### config.mk
export PLATFORM = sky130hd
export DESIGN_NAME = rfid_receive_framer
export DESIGN_NICKNAME = d
export VERILOG_FILES = /design/src/rfid_rx_pkg.sv /design/src/rfid_receive_framer.sv
export SDC_FILE = /design/constraint.sdc
export NUM_CORES = 1
export LEC_CHECK = 0
export BUFFER_PORTS_ARGS = -buffer_cell sky130_fd_sc_hd__buf_4
export CAP_MARGIN = 20
export CORE_UTILIZATION = 56
export DETAILED_ROUTE_END_ITERATION = 10
export PLACE_DENSITY = 0.81
export SLEW_MARGIN = 25
export SYNTH_ARGS = -nofsm -noshare
export SYNTH_HDL_FRONTEND = slang
export SYNTH_SLANG_ARGS = --single-unit
### constraint.sdc
create_clock -name clk_i -period 3.3 [get_ports clk_i]
set_clock_uncertainty 0.1 [all_clocks]
set_input_delay 0.495 -clock clk_i [delete_from_list [all_inputs] [get_ports clk_i]]
set_output_delay 0.495 -clock clk_i [all_outputs]
set_load 0.03 [all_outputs]
### src/rfid_rx_pkg.sv
// Constants and carrier types of the RFID receive framer
package rfid_rx_pkg;
  localparam logic [5:0] IDX_CSC    = 6'h00;
  localparam logic [5:0] IDX_PROTO  = 6'h01;
  localparam logic [5:0] IDX_NRW    = 6'h07;
  localparam logic [5:0] IDX_RXW    = 6'h08;
  localparam logic [5:0] IDX_IRQ    = 6'h0C;
  localparam logic [5:0] IDX_COLMSK = 6'h0D;
  localparam logic [5:0] IDX_COLPOS = 6'h0E;
  localparam logic [5:0] IDX_LEVEL  = 6'h0F;
  localparam logic [5:0] IDX_CMD    = 6'h10;
  localparam logic [5:0] IDX_FCNT   = 6'h11;
  localparam logic [5:0] IDX_FIFO   = 6'h1F;

  localparam logic [7:0] CMD_FIFO_RESET = 8'h0F;
  localparam logic [7:0] CMD_RX_ENABLE  = 8'h17;
  localparam logic [7:0] CMD_RSSI_INT   = 8'h18;
  localparam logic [7:0] CMD_RSSI_EXT   = 8'h19;

  localparam int IRQ_NORESP = 0;
  localparam int IRQ_COLL   = 1;
  localparam int IRQ_FMT    = 2;
  localparam int IRQ_PAR    = 3;
  localparam int IRQ_CRC    = 4;
  localparam int IRQ_FIFO   = 5;
  localparam int IRQ_SOF    = 6;

  localparam int CSC_EXT_RSSI = 1;
  localparam int PROTO_PAR_EN = 3;
  localparam int PROTO_NO_CRC = 7;
  localparam logic [7:0] LEVEL_OSC_OK = 8'h40;

  localparam logic [7:0]  CSC_RESET    = 8'h00;
  localparam logic [7:0]  PROTO_RESET  = 8'h08;
  localparam logic [7:0]  PRE_A_RXW    = 8'h01;
  localparam logic [7:0]  PRE_A_NRW    = 8'h0E;
  localparam logic [7:0]  PRE_B_RXW    = 8'h1F;
  localparam logic [7:0]  PRE_B_NRW    = 8'h15;
  localparam logic [15:0] CRC_INIT     = 16'h6363;
  localparam logic [15:0] CRC_POLY     = 16'h8408;

  localparam int CLK_PERIOD_NS   = 5;
  localparam int RX_WAIT_STEP_NS = 9440;
  localparam int NORESP_STEP_NS  = 37760;
  localparam int RX_WAIT_STEP_CYC = RX_WAIT_STEP_NS / CLK_PERIOD_NS;
  localparam int NORESP_STEP_CYC_DEF = NORESP_STEP_NS / CLK_PERIOD_NS;
  localparam int FIFO_DEPTH = 12;

  typedef enum logic [1:0] {ST_HOLD, ST_IDLE, ST_FRAME} rx_phase_t;

  typedef struct packed {
    logic        psel;
    logic        penable;
    logic        pwrite;
    logic [7:0]  paddr;
    logic [31:0] pwdata;
  } apb_req_t;

  typedef struct packed {
    logic        pready;
    logic        pslverr;
    logic [31:0] prdata;
  } apb_rsp_t;

  typedef struct packed {
    logic [2:0] main;
    logic [2:0] aux;
    logic [2:0] ext;
  } rssi_t;
endpackage

### src/rfid_receive_framer.sv
// Receive decoder, framer, FIFO, timers and signal-level latch
module rfid_receive_framer
  import rfid_rx_pkg::*;
#(
  parameter int BIT_CYC         = RX_WAIT_STEP_CYC,
  parameter int NORESP_STEP_CYC = NORESP_STEP_CYC_DEF,
  parameter int DEPTH           = FIFO_DEPTH
) (
  input  wire logic     clk_i,
  input  wire logic     reset_i,
  input  wire apb_req_t apb_i,
  output apb_rsp_t      apb_o,
  input  wire logic     subcarrier_i,
  input  wire rssi_t    rssi_i,
  input  wire logic     tx_active_i,
  input  wire logic     slot_start_i,
  output logic          rx_bit_o,
  output logic          rx_bit_clk_o,
  output logic          rx_hold_o,
  output logic          irq_o
);
  localparam int BW   = $clog2(BIT_CYC + 1);
  localparam int NW   = $clog2(NORESP_STEP_CYC + 1);
  localparam int HW   = $clog2(RX_WAIT_STEP_CYC + 1);
  localparam int CW   = $clog2(DEPTH + 1);
  localparam int PW   = $clog2(DEPTH);
  localparam logic [BW-1:0] HALF = BW'(BIT_CYC / 2);
  localparam logic [BW-1:0] THR  = BW'(BIT_CYC / 8);
  localparam logic [BW-1:0] BLAST = BW'(BIT_CYC - 1);
  localparam logic [HW-1:0] HLAST = HW'(RX_WAIT_STEP_CYC - 1);
  localparam logic [NW-1:0] NLAST = NW'(NORESP_STEP_CYC - 1);
  localparam logic [CW-1:0] WARN = CW'((DEPTH * 3) / 4);
  localparam logic [CW-1:0] FULL = CW'(DEPTH);
  localparam logic [PW-1:0] PLAST = PW'(DEPTH - 1);

  typedef struct packed {
    logic                     sub1;
    logic                     sub2;
    rssi_t                    rs1;
    rssi_t                    rs2;
    logic                     tx_d;
    rx_phase_t                phase;
    logic [BW-1:0]            pos;
    logic [BW-1:0]            hi1;
    logic [BW-1:0]            hi2;
    logic                     start;
    logic                     bitv;
    logic                     bit_clk;
    logic [7:0]               sh;
    logic [3:0]               nbit;
    logic [7:0]               h0;
    logic [7:0]               h1;
    logic [1:0]               nheld;
    logic [15:0]              crc;
    logic                     coll_seen;
    logic [9:0]               bidx;
    logic [DEPTH-1:0][7:0]    mem;
    logic [PW-1:0]            rd;
    logic [PW-1:0]            wr;
    logic [CW-1:0]            cnt;
    logic [7:0]               csc;
    logic [7:0]               proto;
    logic [7:0]               nrw;
    logic [7:0]               rxw;
    logic [6:0]               irqst;
    logic [5:0]               mask;
    logic [9:0]               collpos;
    logic [5:0]               lvl;
    logic [HW-1:0]            hstep;
    logic [7:0]               hrem;
    logic                     nr_run;
    logic [NW-1:0]            nstep;
    logic [7:0]               ncnt;
    apb_rsp_t                 apb;
    logic [7:0]               cap;
    logic                     fifo_ok;
    logic                     irq;
    logic                     hold;
  } state_t;

  state_t r;
  state_t next_r;
  logic [6:0] ev;
  logic       eof;
  logic       coll;
  logic       push;
  logic       pop;
  logic       acc_rd;
  logic       acc_wr;
  logic       cmd_wr;

  function automatic logic is_mapped(input logic [5:0] idx);
    unique case (idx)
      IDX_CSC, IDX_PROTO, IDX_NRW, IDX_RXW, IDX_IRQ, IDX_COLMSK,
      IDX_COLPOS, IDX_LEVEL, IDX_CMD, IDX_FCNT, IDX_FIFO: is_mapped = 1'b1;
      default: is_mapped = 1'b0;
    endcase
  endfunction

  function automatic logic [15:0] preset(input logic [7:0] p);
    if (p[PROTO_PAR_EN]) begin
      preset = {PRE_A_RXW, PRE_A_NRW};
    end else begin
      preset = {PRE_B_RXW, PRE_B_NRW};
    end
  endfunction

  function automatic logic [15:0] crc_byte(input logic [15:0] c, input logic [7:0] b);
    logic [15:0] x;
    x = c ^ {8'h00, b};
    for (int i = 0; i < 8; i++) begin
      x = x[0] ? ((x >> 1) ^ CRC_POLY) : (x >> 1);
    end
    crc_byte = x;
  endfunction

  function automatic logic [2:0] max3(input logic [2:0] a, input logic [2:0] b);
    max3 = (a > b) ? a : b;
  endfunction

  always_comb begin
    logic       m1;
    logic       m2;
    logic       done;
    logic       par_on;
    logic       crc_on;
    logic [7:0] b;
    logic [7:0] pdat;
    logic [7:0] rdv;
    logic [5:0] idx;
    m1 = 1'b0;
    m2 = 1'b0;
    done = 1'b0;
    b = '0;
    pdat = '0;
    rdv = '0;
    idx = apb_i.paddr[7:2];
    par_on = r.proto[PROTO_PAR_EN];
    crc_on = !r.proto[PROTO_NO_CRC];
    next_r = r;
    ev = '0;
    eof = 1'b0;
    coll = 1'b0;
    push = 1'b0;
    pop = 1'b0;
    next_r.sub1 = subcarrier_i;
    next_r.sub2 = r.sub1;
    next_r.rs1 = rssi_i;
    next_r.rs2 = r.rs1;
    next_r.tx_d = tx_active_i;
    next_r.bit_clk = 1'b0;

    unique case (r.phase)
      ST_HOLD: begin
        if (r.hrem == '0) begin
          next_r.phase = ST_IDLE;
        end else if (r.hstep == HLAST) begin
          next_r.hstep = '0;
          next_r.hrem = r.hrem - 8'h01;
        end else begin
          next_r.hstep = r.hstep + 1'b1;
        end
      end
      ST_IDLE: begin
        if (r.sub2) begin
          next_r.phase = ST_FRAME;
          next_r.pos = '0;
          next_r.hi1 = '0;
          next_r.hi2 = '0;
          next_r.start = 1'b1;
          next_r.bidx = '0;
          next_r.nbit = '0;
          next_r.nheld = '0;
          next_r.crc = CRC_INIT;
          next_r.coll_seen = 1'b0;
        end
      end
      ST_FRAME: begin
        if (r.pos < HALF) begin
          next_r.hi1 = r.hi1 + BW'(r.sub2);
        end else begin
          next_r.hi2 = r.hi2 + BW'(r.sub2);
        end
        next_r.pos = r.pos + 1'b1;
        if (r.pos == BLAST) begin
          // Each half counts as modulated when more than an eighth of a bit period reads high
          m1 = r.hi1 > THR;
          m2 = r.hi2 > THR;
          next_r.pos = '0;
          next_r.hi1 = '0;
          next_r.hi2 = '0;
          if (r.start) begin
            if (m1 && !m2) begin
              next_r.start = 1'b0;
              ev[IRQ_SOF] = 1'b1;
              next_r.nr_run = 1'b0;
            end else begin
              next_r.phase = ST_IDLE;
            end
          end else if (!m1 && !m2) begin
            next_r.phase = ST_IDLE;
            eof = 1'b1;
            if (r.nbit != '0 || (crc_on && r.nheld == 2'd1)) begin
              ev[IRQ_FMT] = 1'b1;
            end
            if (crc_on && r.nheld == 2'd2 && r.crc != {r.h1, r.h0}) begin
              ev[IRQ_CRC] = 1'b1;
            end
          end else begin
            next_r.bitv = m1;
            next_r.bit_clk = 1'b1;
            next_r.bidx = r.bidx + 10'd1;
            if (m1 && m2 && !r.coll_seen) begin
              coll = 1'b1;
              next_r.coll_seen = 1'b1;
              next_r.collpos = r.bidx;
            end
            if (r.nbit == 4'd8) begin
              done = 1'b1;
              b = r.sh;
              if (!(^{r.sh, m1})) begin
                ev[IRQ_PAR] = 1'b1;
              end
            end else begin
              next_r.sh = {m1, r.sh[7:1]};
              next_r.nbit = r.nbit + 4'd1;
              if (r.nbit == 4'd7 && !par_on) begin
                done = 1'b1;
                b = {m1, r.sh[7:1]};
              end
            end
          end
        end
      end
    endcase

    if (done) begin
      next_r.nbit = '0;
      if (!crc_on) begin
        push = 1'b1;
        pdat = b;
      end else if (r.nheld == 2'd2) begin
        // Last two bytes are held back so the CRC never lands in the FIFO
        push = 1'b1;
        pdat = r.h0;
        next_r.crc = crc_byte(r.crc, r.h0);
        next_r.h0 = r.h1;
        next_r.h1 = b;
      end else if (r.nheld == 2'd1) begin
        next_r.h1 = b;
        next_r.nheld = 2'd2;
      end else begin
        next_r.h0 = b;
        next_r.nheld = 2'd1;
      end
    end

    if (tx_active_i) begin
      next_r.phase = ST_HOLD;
      next_r.hrem = r.rxw;
      next_r.hstep = '0;
    end

    // No-response timer
    if (slot_start_i && r.nrw != '0) begin
      next_r.nr_run = 1'b1;
      next_r.nstep = '0;
      next_r.ncnt = '0;
    end else if (r.nr_run && !ev[IRQ_SOF]) begin
      if (r.ncnt == r.nrw) begin
        next_r.nr_run = 1'b0;
        ev[IRQ_NORESP] = 1'b1;
      end else if (r.nstep == NLAST) begin
        next_r.nstep = '0;
        next_r.ncnt = r.ncnt + 8'h01;
      end else begin
        next_r.nstep = r.nstep + 1'b1;
      end
    end

    // Register read data, captured in the setup phase
    unique case (idx)
      IDX_CSC:    rdv = r.csc;
      IDX_PROTO:  rdv = r.proto;
      IDX_NRW:    rdv = r.nrw;
      IDX_RXW:    rdv = r.rxw;
      IDX_IRQ:    rdv = {1'b0, r.irqst};
      IDX_COLMSK: rdv = {r.collpos[9:8], r.mask};
      IDX_COLPOS: rdv = r.collpos[7:0];
      IDX_LEVEL:  rdv = LEVEL_OSC_OK | {2'b00, r.lvl};
      IDX_FCNT:   rdv = 8'(r.cnt);
      IDX_FIFO:   rdv = (r.cnt != '0) ? r.mem[r.rd] : '0;
      default:    rdv = '0;
    endcase
    next_r.apb.pready = 1'b0;
    if (apb_i.psel && !apb_i.penable) begin
      next_r.apb.pready = 1'b1;
      next_r.apb.pslverr = !is_mapped(idx);
      next_r.apb.prdata = {24'h00_0000, rdv};
      next_r.cap = rdv;
      next_r.fifo_ok = (idx == IDX_FIFO) && (r.cnt != '0);
    end
    acc_rd = apb_i.psel && apb_i.penable && r.apb.pready && !apb_i.pwrite;
    acc_wr = apb_i.psel && apb_i.penable && r.apb.pready && apb_i.pwrite;
    cmd_wr = acc_wr && idx == IDX_CMD;

    if (acc_rd && idx == IDX_IRQ) begin
      next_r.irqst = r.irqst & ~r.cap[6:0];
      next_r.irq = 1'b0;
    end
    if (acc_rd && idx == IDX_LEVEL) begin
      next_r.lvl = r.lvl & ~r.cap[5:0];
    end
    if (acc_rd && idx == IDX_FIFO && r.fifo_ok) begin
      pop = 1'b1;
      next_r.rd = (r.rd == PLAST) ? '0 : r.rd + 1'b1;
    end
    if (!r.tx_d && tx_active_i) begin
      next_r.lvl = '0;
    end
    // A transmit start wins, so the clear is not undone by the peak update
    if (r.phase == ST_FRAME && !tx_active_i) begin
      if (r.csc[CSC_EXT_RSSI]) begin
        next_r.lvl[2:0] = max3(next_r.lvl[2:0], r.rs2.ext);
      end else begin
        next_r.lvl[2:0] = max3(next_r.lvl[2:0], r.rs2.main);
        next_r.lvl[5:3] = max3(next_r.lvl[5:3], r.rs2.aux);
      end
    end

    if (acc_wr) begin
      unique case (idx)
        IDX_CSC:    next_r.csc = apb_i.pwdata[7:0];
        IDX_PROTO: begin
          next_r.proto = apb_i.pwdata[7:0];
          {next_r.rxw, next_r.nrw} = preset(apb_i.pwdata[7:0]);
        end
        IDX_NRW:    next_r.nrw = apb_i.pwdata[7:0];
        IDX_RXW:    next_r.rxw = apb_i.pwdata[7:0];
        IDX_COLMSK: next_r.mask = apb_i.pwdata[5:0];
        IDX_CMD: begin
          unique case (apb_i.pwdata[7:0])
            CMD_RX_ENABLE: begin
              if (r.phase == ST_HOLD && !tx_active_i) begin
                next_r.phase = ST_IDLE;
              end
            end
            CMD_RSSI_INT: next_r.lvl = {r.rs2.aux, r.rs2.main};
            CMD_RSSI_EXT: next_r.lvl = {3'b000, r.rs2.ext};
            default: ;
          endcase
        end
        default: ;
      endcase
    end

    if (push) begin
      if (r.cnt == FULL && !pop) begin
        ev[IRQ_FMT] = 1'b1;
      end else begin
        next_r.mem[r.wr] = pdat;
        next_r.wr = (r.wr == PLAST) ? '0 : r.wr + 1'b1;
        if (r.cnt + CW'(1) == WARN && !pop) begin
          ev[IRQ_FIFO] = 1'b1;
        end
      end
    end
    next_r.cnt = r.cnt + CW'(push && !(r.cnt == FULL && !pop)) - CW'(pop);
    if (cmd_wr && apb_i.pwdata[7:0] == CMD_FIFO_RESET) begin
      next_r.rd = '0;
      next_r.wr = '0;
      next_r.cnt = '0;
    end

    // Flags set by hardware win over a clear in the same cycle
    next_r.irqst = next_r.irqst | ev;
    next_r.irqst[IRQ_COLL] = next_r.irqst[IRQ_COLL] | coll;
    if (eof || coll || |(ev[5:0] & ~r.mask)) begin
      next_r.irq = 1'b1;
    end
    next_r.hold = (next_r.phase == ST_HOLD);
  end

  always_ff @(posedge clk_i) begin
    if (reset_i) begin
      r <= '0;
      r.phase <= ST_IDLE;
      r.csc <= CSC_RESET;
      r.proto <= PROTO_RESET;
      {r.rxw, r.nrw} <= {PRE_A_RXW, PRE_A_NRW};
    end else begin
      r <= next_r;
    end
  end

  assign apb_o = r.apb;
  assign rx_bit_o = r.bitv;
  assign rx_bit_clk_o = r.bit_clk;
  assign rx_hold_o = r.hold;
  assign irq_o = r.irq;
endmodule

==> qor.csv <==
metric;value;unit
outcome;finished clean;
viasPerCell;6.07;
cp_max_fo;4;
syn-instance-count;1882;
synth_cell_types;78;
die-area;30900;sq um
synthArstFlopShare;0;%
drc;0;
p_int;0.00675;W
final_util;63.2;%
cts_setup_buffers;0;
detail-route-antenna-nets;0;
place_hpwl;28.6;mm
cts_tree;done;
grt_pass1_vias;13600;
crit_top_cell;ha_1;
ctsHtreeMaxLevel;2;
hold_buffers;0;
ys_seq_elements;339;
hold_depth;2;
min_from;rssi_i[6];
end_kind;register;
cts_sinks;339;
grt_start_max_net_pins;113;
drv_slew;0;
clock_latency;530;ps
ys_warn_count;0;
core-area;29600;sq um
hold_viol;0;
rows;63;
drive_gt1_share;12.9;%
drt_wl_total;41.8;mm
io_pins;95;
clk_pin_slew_worst_paths;60;ps
crit_required;3620;ps
cp_cell_sequence;ha_1, or4bb_1, nand2_2, o211ai_1, or3_4, ha_1, inv_1, ha_1, inv_1, fa_1, xor2_1, nor2_1;
max_stage_delay;530;ps
startpoint_type;register;
grt-ovfl-total;0;
clkPwrFrac;48.2;%
rr_startpoint;r[301]$_SDFFE_PP0P_;
cts_buffers;37;
die_y;176;um
netlist.area_leader.share;40.2;%
p_sw_share;22.4;%
min_to;next_r[357]$_SDFF_PP0_;
worstPathArrival;3470;ps
drt_first_pass_iters;6;
hp-class;in -> reg;
timing.rr.end;r[149]$_SDFF_PP0_;
ys_seq_area_share;40.2;%
synth_edf_count;0;
timing.final.crit_share;95.3;%
initial_utilization;57.0;%
yosys-top-cells-area;dfxtp_1 (40%), mux2i_1 (6.9%), nor2_1 (5.5%), nand2_1 (3.7%), xnor2_1 (3.7%);
tns;0;ps
synth_area_leader_cell;dfxtp_1;
pwr-share-seq;47.6;%
clk_path_buf_depth;3;
rsz0062_at_grt;no;
combPwrFrac;4.2;%
grt_pass1_wl;68.2;mm
antenna_found_initial;0;
setup_viol;0;
slew_headroom;40.4;%
p_leak;6.54;nW
cellPowerDensity;464;nW/um^2
slowest_stage;or4bb_1;
ir_drop;0.000297;V
io_buffers;44;
syn_area_per_cell;8.98;sq um
routedWlPerCell;18.1;um
dieWidth;176;um
min_period;3150;ps
grt_usage;27.0;%
crit_type;reg -> reg;
nets;1985;
ff2ff_path_depth;12;
cts_resized;0;
area_delta_synth_final;10.9;%
drt_iter0_markers;1241;
fmax;318;MHz
syn-cell-area;16900;sq um
gp_congestion;0.957;
p_sw;0.00194;W
synth_ff_type;dfxtp_1;
reg2reg_slack;150;ps
drv_cap;0;
worst_pin_slew;887;ps
cts_root_buffer;clkbuf_16;
num_vias;14000;
layout by cell type (no fill, tap or decap), types with 15 or more instances in the layout:
| cell type | n |
|---|---|
| and3_1 | 16 |
| mux2i_1 | 116 |
| clkbuf_16 | 39 |
| conb_1 | 24 |
| nor2b_1 | 43 |
| nand2_1 | 166 |
| dfxtp_1 | 337 |
| buf_4 | 99 |
| nor2_1 | 248 |
| mux4_2 | 27 |
| o21ai_0 | 30 |
| ha_1 | 38 |
| xnor2_1 | 71 |
| nand4_1 | 33 |
| nand3_1 | 58 |
| a22oi_1 | 31 |
| xor2_1 | 44 |
| nand2b_1 | 19 |
| nor3_1 | 55 |
| a21oi_1 | 105 |
| or3_1 | 15 |
| inv_1 | 35 |
| a211oi_1 | 19 |
sequential cells by signal, indices dropped and copies added, names as in the netlist:
signal and count:
r 323, next_r 10, apb_o 2, irq_o 1, rx_bit_clk_o 1, rx_bit_o 1, rx_hold_o 1
how the worst max path moves through the flow:
stage                                    from  slack, ps                 to  depth (start not counted)
after global placement              apb_i[41]        150   r[88]$_SDFF_PP0_                         11
after CTS                 r[300]$_SDFFE_PP0P_        100  r[149]$_SDFF_PP0_                         12
after global routing      r[301]$_SDFFE_PP0P_         10  r[149]$_SDFF_PP0_                         12
after floorplan                     apb_i[40]        120  r[149]$_SDFF_PP0_                         14
final                     r[301]$_SDFFE_PP0P_        150  r[149]$_SDFF_PP0_                         12
after detailed placement            apb_i[41]        120   r[86]$_SDFF_PP0_                         12
cell usage after synthesis (all sizes together), types with 7 or more instances:
master,number
and4,10
a222oi,8
buf,71
a22oi,33
nand2,167
nor3,58
a31oi,8
xor2,44
a221oi,8
and3,16
xnor2,71
nand2b,19
nor2,248
mux2i,116
o211ai,10
inv,35
dfxtp,339
nand4,34
mux2,10
a221o,9
or4,10
nor4,16
nand3,58
a211oi,30
a21o,7
nor2b,43
nand3b,7
mux4,27
o21ai,32
nor4b,16
a21oi,105
or3,18
and2,10
clkbuf,86
ha,38
layout make-up:
| class | count | area [sq um] |
|---|---|---|
| Antenna cell | 1 | 2.50 |
| Clock buffer | 52 | 1070 |
| Clock inverter | 14 | 161 |
| Fill cell | 2358 | 10900 |
| Inverter | 35 | 131 |
| Multi-Input combinational cell | 1374 | 9290 |
| Sequential cell | 339 | 6790 |
| Tap cell | 390 | 488 |
| Timing Repair Buffer | 102 | 797 |
power by group through the flow:
stage	logic (W)	registers [W]	clock network, W
floorplan	0.000276	0.00422	0
global placement	0.000354	0.00423	0
detailed placement	0.000360	0.00423	0
CTS	0.000363	0.00414	0.00424
global route	0.000398	0.00414	0.00441
finish	0.000368	0.00414	0.00419
through the flow:
stage | setup WS [ps] | hold WS, ps | cell area (sq um) | total power (W) | instances
final | 155 | 79.6 | 18700 | 0.00869 | 2307
after global placement | 146 | 323 | 17500 | 0.00458 | 2240
after CTS | 102 | 69.2 | 18700 | 0.00874 | 2306
after floorplan | 122 | 314 | 17000 | 0.00450 | 1905
after global routing | 12.8 | 77.5 | 18700 | 0.00894 | 2306
after detailed placement | 122 | 330 | 17500 | 0.00459 | 2240
per-layer routing:
metal	GRT usage [%]	wire [um]
met1	34.8	17700
met2	44.9	19700
met3	3.81	2880
met4	11.5	1520
met5	0	0
kinds of logic after synthesis:
family                     Yosys count  share of synthesized area, %
adders and majority gates           40                          2.99
muxes                              153                          11.1
xor gates and xnor gates           115                          5.96
other                                1                        0.0222
and+or+nand+nor                    753                          22.6
DFF                                339                          40.2
buffers and inverters              192                          5.47
AOI/OAI and AO/OA                  289                          11.6
worst max-delay path, delay by kind of cell (launching register included):
kind,cells,cell delay [ps]
DFF,1,380
xor gates and xnor gates,1,150
buffers and inverters,2,110
and+or+nand+nor,4,1160
adders and majority gates,4,970
AOI/OAI and AO/OA,1,180
Note: power is estimated with default switching activity, not from simulation.
